## src/common/pss_map.vh

```
// Purpose: constants for the power startup state machine
// Assumes: 40 MHz system clock
// Notes:
`ifndef PSS_MAP_VH
`define PSS_MAP_VH
`define PSS_MODE_OFF      2'b00
`define PSS_MODE_PWM      2'b01
`define PSS_MODE_AUTOSKIP 2'b11
`define PSS_CLK_HZ        40000000
`define PSS_RETRY_US      2000
`define PSS_RETRY_CYC     ((`PSS_RETRY_US * (`PSS_CLK_HZ / 1000000)))
`define PSS_SELFTEST_MAX  2'd3
`define PSS_STEP_CYC      16
`define PSS_LOAD_WAIT     8
`endif

```

## src/verilog/pss_selftest.v

```verilog
// Purpose: self test sequencer with retries
// Assumes: test results arrive as levels with a done strobe
// Notes: monitor test only reports
`timescale 1ns/1ps
`default_nettype none
`include "pss_map.vh"
module pss_selftest #(
    parameter RETRY_CYC = `PSS_RETRY_CYC
) (
    input  wire       clk_sys_i,
    input  wire       resetn_i,
    input  wire       start_i,
    input  wire       test_done_i,
    input  wire       clk_ok_i,
    input  wire       bandgap_ok_i,
    input  wire       crc_ok_i,
    input  wire       monitor_ok_i,
    output reg        run_test_o,
    output reg        pass_o,
    output reg        fail_o,
    output reg        monitor_flag_o
);
    localparam S_IDLE = 2'd0;
    localparam S_TEST = 2'd1;
    localparam S_WAIT = 2'd2;
    reg [1:0]  state_r;
    reg [1:0]  tries_r;
    reg [31:0] wait_r;
    always @(posedge clk_sys_i or negedge resetn_i) begin
        if (!resetn_i) begin
            state_r        <= S_IDLE;
            tries_r        <= 2'd0;
            wait_r         <= 32'h0000_0000;
            run_test_o     <= 1'b0;
            pass_o         <= 1'b0;
            fail_o         <= 1'b0;
            monitor_flag_o <= 1'b0;
        end else begin
            pass_o <= 1'b0;
            fail_o <= 1'b0;
            case (state_r)
                S_IDLE: begin
                    if (start_i) begin
                        state_r    <= S_TEST;
                        tries_r    <= 2'd1;
                        run_test_o <= 1'b1;
                    end
                end
                S_TEST: begin
                    if (test_done_i) begin
                        run_test_o <= 1'b0;
                        if (!monitor_ok_i)
                            monitor_flag_o <= 1'b1;
                        if (clk_ok_i && bandgap_ok_i && crc_ok_i) begin
                            pass_o  <= 1'b1;
                            state_r <= S_IDLE;
                        end else if (tries_r == `PSS_SELFTEST_MAX) begin
                            fail_o  <= 1'b1;
                            state_r <= S_IDLE;
                        end else begin
                            wait_r  <= RETRY_CYC - 1;
                            state_r <= S_WAIT;
                        end
                    end
                end
                S_WAIT: begin
                    if (wait_r == 32'h0000_0000) begin
                        tries_r    <= tries_r + 2'd1;
                        run_test_o <= 1'b1;
                        state_r    <= S_TEST;
                    end else begin
                        wait_r <= wait_r - 32'h0000_0001;
                    end
                end
                default: state_r <= S_IDLE;
            endcase
        end
    end
endmodule
`default_nettype wire

```

## src/verilog/pss_defaults.v

```verilog
// Purpose: power-up default values from fuse fields
// Assumes: fuse inputs stable when load strobe arrives
// Notes: combinational; caller registers the result
`timescale 1ns/1ps
`default_nettype none
`include "pss_map.vh"
module pss_defaults #(
    parameter NSW = 2
) (
    input  wire [NSW-1:0]   sw_in_seq_i,
    input  wire             fuse_sync_mode_i,
    input  wire             fuse_sync_output_enable_i,
    input  wire             fuse_spread_spectrum_enable_i,
    input  wire [NSW-1:0]   fuse_switch_mode_i,
    output reg  [2*NSW-1:0] switcher_run_mode_o
);
    integer i;
    reg     force_pwm;
    always @* begin
        force_pwm = fuse_sync_mode_i || fuse_sync_output_enable_i || fuse_spread_spectrum_enable_i;
        switcher_run_mode_o = {2*NSW{1'b0}};
        for (i = 0; i < NSW; i = i + 1) begin
            if (!sw_in_seq_i[i])
                switcher_run_mode_o[2*i +: 2] = `PSS_MODE_OFF;
            else if (force_pwm)
                switcher_run_mode_o[2*i +: 2] = `PSS_MODE_PWM;
            else if (fuse_switch_mode_i[i])
                switcher_run_mode_o[2*i +: 2] = `PSS_MODE_PWM;
            else
                switcher_run_mode_o[2*i +: 2] = `PSS_MODE_AUTOSKIP;
        end
    end
endmodule
`default_nettype wire

```

## src/verilog/pss_startup.v

```verilog
// Purpose: top power state machine from supply to run
// Assumes: inputs synchronous to clk_sys_i
// Notes: sequence slots are 0..NSTEP-1; host reset in slot reset_slot_i
`timescale 1ns/1ps
`default_nettype none
`include "pss_map.vh"
module pss_startup #(
    parameter NSW       = 2,
    parameter NLDO      = 1,
    parameter NSTEP     = 4,
    parameter RETRY_CYC = `PSS_RETRY_CYC
) (
    input  wire              clk_sys_i,
    input  wire              resetn_i,
    input  wire              core_digital_ldo_ok_i,
    input  wire              core_analog_ldo_ok_i,
    input  wire              fuse_select_pin_i,
    input  wire              load_done_i,
    input  wire              trim_crc_ok_i,
    input  wire              fuse_crc_ok_i,
    input  wire              uv_crossing_i,
    input  wire              lpm_set_i,
    input  wire              lpm_value_i,
    input  wire              powerup_event_i,
    input  wire              io_supply_ok_i,
    input  wire              test_done_i,
    input  wire              clk_ok_i,
    input  wire              bandgap_ok_i,
    input  wire              mirror_crc_ok_i,
    input  wire              monitor_ok_i,
    input  wire [NSW-1:0]    sw_in_seq_i,
    input  wire [NLDO-1:0]   ldo_in_seq_i,
    input  wire [2*NSW-1:0]  sw_slot_i,
    input  wire [2*NLDO-1:0] ldo_slot_i,
    input  wire [1:0]        reset_slot_i,
    input  wire              fuse_sync_mode_i,
    input  wire              fuse_sync_output_enable_i,
    input  wire              fuse_spread_spectrum_enable_i,
    input  wire [NSW-1:0]    fuse_switch_mode_i,
    input  wire [8*NSW-1:0]  fuse_switcher_voltage_i,
    input  wire [4*NLDO-1:0] fuse_linear_voltage_i,
    input  wire [4:0]        fuse_aux_voltage_i,
    input  wire              fuse_backup_cfg_i,
    input  wire              host_wr_i,
    input  wire [8*NSW-1:0]  host_sw_voltage_i,
    input  wire [4*NLDO-1:0] host_ldo_voltage_i,
    input  wire [NLDO-1:0]   host_ldo_enable_i,
    output reg  [2:0]        state_o,
    output reg               fuse_load_o,
    output reg               mirror_to_func_o,
    output reg               trim_load_error_o,
    output reg               fuse_load_error_o,
    output reg               selftest_error_o,
    output reg               monitor_test_flag_o,
    output reg               run_test_o,
    output reg               backup_supply_en_o,
    output reg               backup_supply_cfg_o,
    output reg               low_power_off_select_o,
    output reg               mirror_access_o,
    output reg               func_access_o,
    output reg               fail_safe_o,
    output reg  [NSW-1:0]    sw_enable_o,
    output reg  [NLDO-1:0]   ldo_enable_o,
    output reg               host_reset_out_o,
    output reg  [8*NSW-1:0]  switcher_run_voltage_o,
    output reg  [4*NLDO-1:0] linear_run_voltage_o,
    output reg  [4:0]        aux_switcher_voltage_o,
    output reg  [2*NSW-1:0]  switcher_run_mode_o,
    output reg  [NLDO-1:0]   linear_run_enable_o
);
    // =====================================================
    // states
    localparam ST_LOAD  = 3'd0;
    localparam ST_LPOFF = 3'd1;
    localparam ST_TEST  = 3'd2;
    localparam ST_QPU   = 3'd3;
    localparam ST_PWRUP = 3'd4;
    localparam ST_RUN   = 3'd5;
    localparam ST_FAIL  = 3'd6;

    reg  [2:0]       state_r;
    reg  [1:0]       slot_r;
    reg  [4:0]       step_cnt_r;
    reg              pwrup_done_r;
    wire             st_pass;
    wire             st_fail;
    wire             st_run;
    wire             st_flag;
    wire [2*NSW-1:0] mode_dflt;
    wire             any_error;
    integer          k;

    assign any_error = trim_load_error_o | fuse_load_error_o | selftest_error_o;

    // =====================================================
    // helpers
    pss_selftest #(
        .RETRY_CYC (RETRY_CYC)
    ) u_selftest (
        .clk_sys_i      (clk_sys_i),
        .resetn_i       (resetn_i),
        .start_i        (state_r == ST_LPOFF && powerup_event_i && !lpm_flag_blocked(1'b0)),
        .test_done_i    (test_done_i),
        .clk_ok_i       (clk_ok_i),
        .bandgap_ok_i   (bandgap_ok_i),
        .crc_ok_i       (mirror_crc_ok_i),
        .monitor_ok_i   (monitor_ok_i),
        .run_test_o     (st_run),
        .pass_o         (st_pass),
        .fail_o         (st_fail),
        .monitor_flag_o (st_flag)
    );

    pss_defaults #(
        .NSW (NSW)
    ) u_defaults (
        .sw_in_seq_i                   (sw_in_seq_i),
        .fuse_sync_mode_i              (fuse_sync_mode_i),
        .fuse_sync_output_enable_i     (fuse_sync_output_enable_i),
        .fuse_spread_spectrum_enable_i (fuse_spread_spectrum_enable_i),
        .fuse_switch_mode_i            (fuse_switch_mode_i),
        .switcher_run_mode_o           (mode_dflt)
    );

    // event in low power off is refused on a load error
    function lpm_flag_blocked;
        input dummy;
        lpm_flag_blocked = low_power_off_select_o | trim_load_error_o | fuse_load_error_o;
    endfunction

    // =====================================================
    // main state machine
    always @(posedge clk_sys_i or negedge resetn_i) begin
        if (!resetn_i) begin
            state_r                <= ST_LOAD;
            state_o                <= ST_LOAD;
            slot_r                 <= 2'd0;
            step_cnt_r             <= 5'd0;
            pwrup_done_r           <= 1'b0;
            fuse_load_o            <= 1'b0;
            mirror_to_func_o       <= 1'b0;
            trim_load_error_o      <= 1'b0;
            fuse_load_error_o      <= 1'b0;
            selftest_error_o       <= 1'b0;
            monitor_test_flag_o    <= 1'b0;
            run_test_o             <= 1'b0;
            backup_supply_en_o     <= 1'b0;
            backup_supply_cfg_o    <= 1'b0;
            low_power_off_select_o <= 1'b0;
            mirror_access_o        <= 1'b0;
            func_access_o          <= 1'b0;
            fail_safe_o            <= 1'b0;
            sw_enable_o            <= {NSW{1'b0}};
            ldo_enable_o           <= {NLDO{1'b0}};
            host_reset_out_o       <= 1'b0;
            switcher_run_voltage_o <= {8*NSW{1'b0}};
            linear_run_voltage_o   <= {4*NLDO{1'b0}};
            aux_switcher_voltage_o <= 5'h00;
            switcher_run_mode_o    <= {2*NSW{1'b0}};
            linear_run_enable_o    <= {NLDO{1'b0}};
        end else begin
            run_test_o          <= st_run;
            monitor_test_flag_o <= st_flag;
            if (uv_crossing_i)
                low_power_off_select_o <= 1'b0;
            else if (lpm_set_i && state_r == ST_RUN)
                low_power_off_select_o <= lpm_value_i;
            mirror_access_o <= (state_r == ST_QPU) && io_supply_ok_i;
            func_access_o   <= (state_r == ST_RUN);
            case (state_r)
                ST_LOAD: begin
                    if (core_digital_ldo_ok_i && core_analog_ldo_ok_i && !load_done_i) begin
                        fuse_load_o      <= 1'b1;
                        mirror_to_func_o <= fuse_select_pin_i;
                    end
                    if (fuse_load_o && load_done_i) begin
                        fuse_load_o       <= 1'b0;
                        trim_load_error_o <= !trim_crc_ok_i;
                        fuse_load_error_o <= !fuse_crc_ok_i;
                        if (trim_crc_ok_i && fuse_crc_ok_i) begin
                            backup_supply_en_o  <= 1'b1;
                            backup_supply_cfg_o <= fuse_backup_cfg_i;
                        end
                        state_r <= ST_LPOFF;
                    end
                end
                ST_LPOFF: begin
                    if (low_power_off_select_o && !powerup_event_i)
                        state_r <= ST_QPU;
                    else if (powerup_event_i && !lpm_flag_blocked(1'b0))
                        state_r <= ST_TEST;
                    // otherwise stays: refusal or plain wait
                end
                ST_TEST: begin
                    if (st_pass)
                        state_r <= ST_QPU;
                    else if (st_fail) begin
                        selftest_error_o <= 1'b1;
                        state_r          <= ST_FAIL;
                    end
                end
                ST_QPU: begin
                    if (powerup_event_i && !any_error) begin
                        switcher_run_voltage_o <= fuse_switcher_voltage_i;
                        linear_run_voltage_o   <= fuse_linear_voltage_i;
                        aux_switcher_voltage_o <= fuse_aux_voltage_i;
                        switcher_run_mode_o    <= mode_dflt;
                        linear_run_enable_o    <= ldo_in_seq_i;
                        slot_r                 <= 2'd0;
                        step_cnt_r             <= 5'd0;
                        pwrup_done_r           <= 1'b0;
                        state_r                <= ST_PWRUP;
                    end
                end
                ST_PWRUP, ST_RUN: begin
                    if (!pwrup_done_r) begin
                        if (step_cnt_r == `PSS_STEP_CYC - 1) begin
                            step_cnt_r <= 5'd0;
                            for (k = 0; k < NSW; k = k + 1)
                                if (sw_in_seq_i[k] && sw_slot_i[2*k +: 2] == slot_r)
                                    sw_enable_o[k] <= 1'b1;
                            for (k = 0; k < NLDO; k = k + 1)
                                if (ldo_in_seq_i[k] && ldo_slot_i[2*k +: 2] == slot_r)
                                    ldo_enable_o[k] <= 1'b1;
                            if (reset_slot_i == slot_r) begin
                                host_reset_out_o <= 1'b1;
                                state_r          <= ST_RUN;
                            end
                            if (slot_r == NSTEP - 1)
                                pwrup_done_r <= 1'b1;
                            else
                                slot_r <= slot_r + 2'd1;
                        end else begin
                            step_cnt_r <= step_cnt_r + 5'd1;
                        end
                    end
                    if (state_r == ST_RUN && host_wr_i) begin
                        switcher_run_voltage_o <= host_sw_voltage_i;
                        linear_run_voltage_o   <= host_ldo_voltage_i;
                        linear_run_enable_o    <= host_ldo_enable_i;
                    end
                end
                ST_FAIL: fail_safe_o <= 1'b1;
                default: state_r <= ST_LOAD;
            endcase
            state_o <= state_r;
        end
    end
endmodule
`default_nettype wire

```

## config.mk

```make
export PLATFORM = sky130hd
export DESIGN_NAME = pss_startup
export DESIGN_NICKNAME = d
export VERILOG_FILES = /design/src/verilog/pss_selftest.v /design/src/verilog/pss_defaults.v /design/src/verilog/pss_startup.v
export VERILOG_INCLUDE_DIRS = /design/src /design/src/common
export SDC_FILE = /design/constraint.sdc
export NUM_CORES = 1
export LEC_CHECK = 0
export BUFFER_PORTS_ARGS = -buffer_cell sky130_fd_sc_hd__buf_2
export CORE_AREA = 2 2 106 108
export DETAILED_ROUTE_END_ITERATION = 10
export DIE_AREA = 0 0 108 110
export PLACE_DENSITY = 0.84
export SLEW_MARGIN = 15
export SYNTH_ARGS = -nofsm -noshare
export SYNTH_HDL_FRONTEND = slang
export SYNTH_SLANG_ARGS = --single-unit
export TNS_END_PERCENT = 5
```

## constraint.sdc

```tcl
create_clock -name clk_sys_i -period 2 [get_ports clk_sys_i]
set_input_delay 0.1 -clock clk_sys_i [delete_from_list [all_inputs] [get_ports clk_sys_i]]
set_output_delay 0.1 -clock clk_sys_i [all_outputs]
set_load 0.005 [all_outputs]
```

* Word-level counts from Yosys, hierarchy flattened
Cells that the tools add are included.
Storage, ports and cells: register bits 101, output and inout bits 50
Cells by class: add/subtract/negate cells 4, equality and inequality tests 30, mux-type cells 67, bitwise operators 8, reductions and logical operators 55
Operator list (count):
- 32-bit 2-to-1 mux | 4
- 32-bit case mux with 2 select lines | 1
- 32-bit logical NOT | 1
- 16-bit 2-to-1 mux | 2
- 2-bit 2-to-1 mux | 16
- 16-bit case mux with 2 select lines | 1
- 32-bit by 1-bit subtractor with 32-bit output, second input constant | 1
- 3-bit 2-to-1 mux | 9
- 3-bit AND reduction | 7
- 1-bit 2-to-1 mux | 20
- 2-bit != test, second input constant | 10
- 4-bit AND reduction | 5
- 3-bit case mux with 6 select lines | 1
- 1-bit logical AND | 17
- 5-bit 2-to-1 mux | 3
- 5-bit case mux with 2 select lines | 1
- 2-bit AND reduction | 5
- 5-bit AND reduction | 2
- 2-bit nonzero test | 5
- 3-bit == test, second input constant | 3
- 2-bit == test | 4
- 4-bit 2-to-1 mux | 2
- 2-bit case mux with 2 select lines | 2
- 4-bit case mux with 2 select lines | 1
- other kinds (21) | 41

* Depth between registers and ports, before layout
depth after elaboration 7, depth in mapped cells 8, depth with buffers taken out 7

* Cells and area by module
Synthesis repeated with hierarchy kept, for this count alone.
Unflattened totals: cells, all modules 485, area total of the unflattened synthesis 5102.4 um^2
Modules (own cells, without submodules):
- pss_startup | times used 1, cells an instance 246, area each 2783.9 um^2
- pss_selftest | times used 1, cells an instance 234, area each 2267.2 um^2
- pss_defaults | times used 1, cells an instance 5, area each 51.3 um^2

* Least setup slack after synthesis
OpenSTA, ideal clock, no wires.
kind register to register, start register u_selftest.wait_r[0], end register u_selftest.wait_r[3], setup time 140 ps, data arrival time 1926 ps, path slack -66 ps, cell stages (with the launch flop) 9, buffers on the path 1, period minus slack after synthesis 2066 ps, cell sequence dfrtp_1 -> inv_1 -> ha_1 -> nor4b_2 -> nand4b_2 -> or3_1 -> buf_2 -> a311oi_1 -> a31oi_1
Between the ends: longest elaborated chain between the ends 3, elaborated cells between the ends (all ways) 6
RTL lines:
- from (decl) | line pss_selftest.v:28 | reg [31:0] wait_r;
- from (signal assigned) | line pss_selftest.v:61 | wait_r <= RETRY_CYC - 1;
- from (signal assigned) | line pss_selftest.v:72 | wait_r <= wait_r - 32'h0000_0001;
- 32-bit by 1-bit subtractor with 32-bit output or 32-bit logical NOT (tied branches) | line pss_selftest.v:72, pss_selftest.v:67
- 32-bit 2-to-1 mux or 2-bit != test (tied branches)
- 32-bit case mux with 2 select lines or 5-bit AND reduction (tied branches)
Several ways; a longest one is shown, not always the timed one. The select of a mux whose other input is x is not followed. A chain may end at the register's enable or synchronous reset.

* Worst setup path in the final report
start register u_selftest.wait_r[15], end register u_selftest.wait_r[21]
The elaborated chain is that of the path after synthesis.

==> flow_summary_export.csv <==
group,metric,value,unit
status,outcome,"complete, but fails checks",
status,violations,"negative setup slack",
grt,pin_count_of_the_biggest_net_entering_global_routing,68,
clocking,cts_tree,"yes",
layout,num_antenna_cells,0,
sta,fin_skew,13.8,ps
layout,stdcell_count,871,
grt,grt.overflow.total,0,
grt,first_global_vias,4822,
synthesis,postSynthCellCount,510,
clocking,cts_made_buffers,9,
routing,wl_per_cell,16.6,microns
setup_path,critical-path-max-stage-delay,560,ps
sta,slew-limit-headroom,0.596,
setup_path,crit_path_start_kind,"flop",
routing,ant_nets,0,
grt,grtUsageTotal,0.233,
routing,top_layer,"met4",
routing,met1Wirelength,5640,microns
hold_path,path_category_of_the_worst_min_delay_check,"in -> reg",
clocking,insertion_delay,380,ps
sta,period_share,1.08,
floorplanning,chipWidth,108,microns
sta,finalCriticalPeriod,2160,ps
sta,timing.final.max_slew_violations,0,
routing,vias_per_cell,5.78,
synthesis,async_reset_ff_frac,1.00,
grt,grt_pass1_wl,22000,microns
layout,final_core_utilization,0.648,
synthesis,synth_area_per_cell,9.84,sq um
layout,register_cell_area_after_layout,2530,sq um
floorplanning,core_region_area,10700,sq um
setup_path,critical_path.cell_chain,"or4_4, nor4_4, buf_4, nand3_1, or3_1, a21oi_1",
layout,syn_to_final_growth,38.0,%
synthesis,postSynth.topFlopCell,"dfrtp_1",
sta,rsz_0062_raised_after_global_routing,"true",
synthesis,postSynthRegisterBits,101,
placement,gp_congestion,0.947,
synthesis,part_of_the_yosys_area_used_for_sequential_elements,0.503,
layout,drive_gt1_frac,0.368,
routing,totalWireLength,14500,microns
floorplanning,design.die.area,11900,sq um
pwr,cellLeakagePower,3.28,nW
layout,n_fill_cell,775,
layout,layout_common_cells,"buf_2 (130), dfrtp_1 (100), nand2_1 (75)",
setup_path,required,2300,ps
synthesis,syn-num-nets,596,
setup_path,regToRegSetupSlack,-160,ps
clocking,cts.sink_count,101,
routing,drcViolationCount,0,
routing,met3WireLength,1110,microns
floorplanning,fp_rows,38,
pwr,power_density,549,nW/um^2
floorplanning,initial_utilization,0.469,
clocking,clock_root_buffer,"clkbuf_8",
placement,post-place-cells,825,
sta,setup_viol_count_final,16,
setup_path,worst_setup_path_end_kind,"flop",
sta,final_hold_viol_count,0,
routing,met2_wirelength,7240,microns
routing,violation_count_after_the_first_detailed_routing_iteration,432,
synthesis,yosys_warnings,0,
sta,timing_worst_slew_pin_value,606,ps
layout,fin_nets,812,
layout,multiInputGateArea,2510,sq um
layout,layout_commonest_cell,"buf_2",
floorplanning,fp.dieH,110,microns
routing,drt-pass1-iter-count,6,
run,max_cap_violations,0,
setup_path,slowest_stage_cell_crit_path,"or4_4",
grt,initial_antenna_violation_count,0,
placement,dp_hpwl,9620,microns
clocking,clk_pin_slew,100,ps
sta,fmax,464,MHz
synthesis,post_synth_num_cell_types,64,
setup_path,cp_data_arrival_time,2460,ps
clocking,cts.htree.levels,3,
routing,vias,5037,
pwr,worst_supply_voltage_drop_on_vdd,0.000322,V
placement,io_buffer_count,131,
floorplanning,ios,132,
setup_path,worst-setup-path-type,"reg -> reg",
synthesis,synth-edff-count,0,
synthesis,synthesis.area,5020,sq um
setup_path,worst-path-max-fanout,4,
sta,post-route-worst-setup-slack,-155,ps
clocking,clk_path_buf_depth,2,
## layer usage
layer / track usage / vias up
met2: 0.418 / 264
met5: 0 / -
met3: 0.0488 / 55
met1: 0.272 / 2411
met4: 0.0962 / 0
li1: - / 2307
## synthesized netlist by cell type, drive strengths merged (7+ instances only)
| cell type | count | area, sq um |
|---|---|---|
| nor2 | 34 | 128 |
| nor4 | 16 | 136 |
| nand2 | 77 | 292 |
| nor3 | 19 | 105 |
| or3 | 12 | 76.3 |
| clkbuf | 22 | 82.6 |
| mux2i | 31 | 310 |
| nand3 | 15 | 75.1 |
| a21oi | 16 | 80.1 |
| o31ai | 8 | 73.8 |
| inv | 10 | 37.5 |
| dfrtp | 101 | 2530 |
| o21ai | 43 | 215 |
| nand4 | 7 | 50.1 |
## cells by family after synthesis
| logic type | count (synthesis) | synth area share |
|---|---|---|
| adder cells (fa/ha/maj) | 4 | 0.00997 |
| flip-flops | 101 | 0.503 |
| buffers and inverters | 35 | 0.0267 |
| XOR/XNOR | 8 | 0.0140 |
| AND/OR/NAND/NOR | 217 | 0.230 |
| multiplexers | 33 | 0.0663 |
| AO/OA/AOI/OAI | 112 | 0.150 |
## flip-flops by register name (all words and copies together), names as in the netlist, 3 cells and up
register / cells
aux_switcher_voltage_o: 5
switcher_run_voltage_o: 16
state_o: 3
linear_run_voltage_o: 4
step_cnt_r: 5
state_r: 3
switcher_run_mode_o: 4
u_selftest.wait_r: 32
## critical path, delay by kind of cell, from the launching register on
kind                   cells  cell delay (ps)
and+or+nand+nor            4             1370
buffers and inverters      1              170
DFF                        1              390
AOI/OAI and AO/OA          1              140
## final cells by class
type                            count  area share
Tap cell                          140      0.0253
Inverter                           10     0.00542
Timing Repair Buffer              230       0.215
Multi-Input combinational cell    374       0.362
Clock inverter                      6     0.00759
Sequential cell                   101       0.365
Clock buffer                       10      0.0199
## final timing paths
kind | start | depth (start not counted) | to
max in group asynchronous | resetn_i | 3 | u_selftest.wait_r[9]
setup reg to reg | u_selftest.wait_r[15] | 6 | u_selftest.wait_r[21]
hold / removal | host_sw_voltage_i[11] | 3 | switcher_run_voltage_o[11]
setup / recovery | u_selftest.wait_r[15] | 6 | u_selftest.wait_r[21]
min in group asynchronous | resetn_i | 2 | switcher_run_voltage_o[13]
hold reg to reg | u_selftest.monitor_flag_o | 0 | monitor_test_flag_o
## power by group
group          switching (mW)  internal [mW]  total, mW
clock                   0.744          0.506       1.25
sequential             0.0428           2.12       2.16
combinational           0.194          0.196      0.390
## what timing repair did
item	4_1_cts	5_1_grt
buffers inserted	4	4
hold buffers	21	0
cloned	0	1
resized for setup	9	25
pin swaps	8	12
hold endpoints to repair	54	0
setup endpoints to repair	27	41
## per-stage QoR
| stage | hold slack, ps | setup TNS (ps) | cell area (sq um) | total power [mW] | setup WS (ps) |
|---|---|---|---|---|---|
| detailed placement | 91.9 | -1580 | 6310 | 2.56 | -159 |
| global placement | 80.6 | -1340 | 6310 | 2.53 | -142 |
| global route | 24.9 | -4590 | 6930 | 3.98 | -255 |
| floorplan | -196 | -270 | 5030 | 2.31 | -58.8 |
| finish | 3.43 | -1310 | 6930 | 3.80 | -155 |
| CTS | 0.981 | -1290 | 6790 | 3.82 | -159 |
Power figures use the tool's default switching activity.
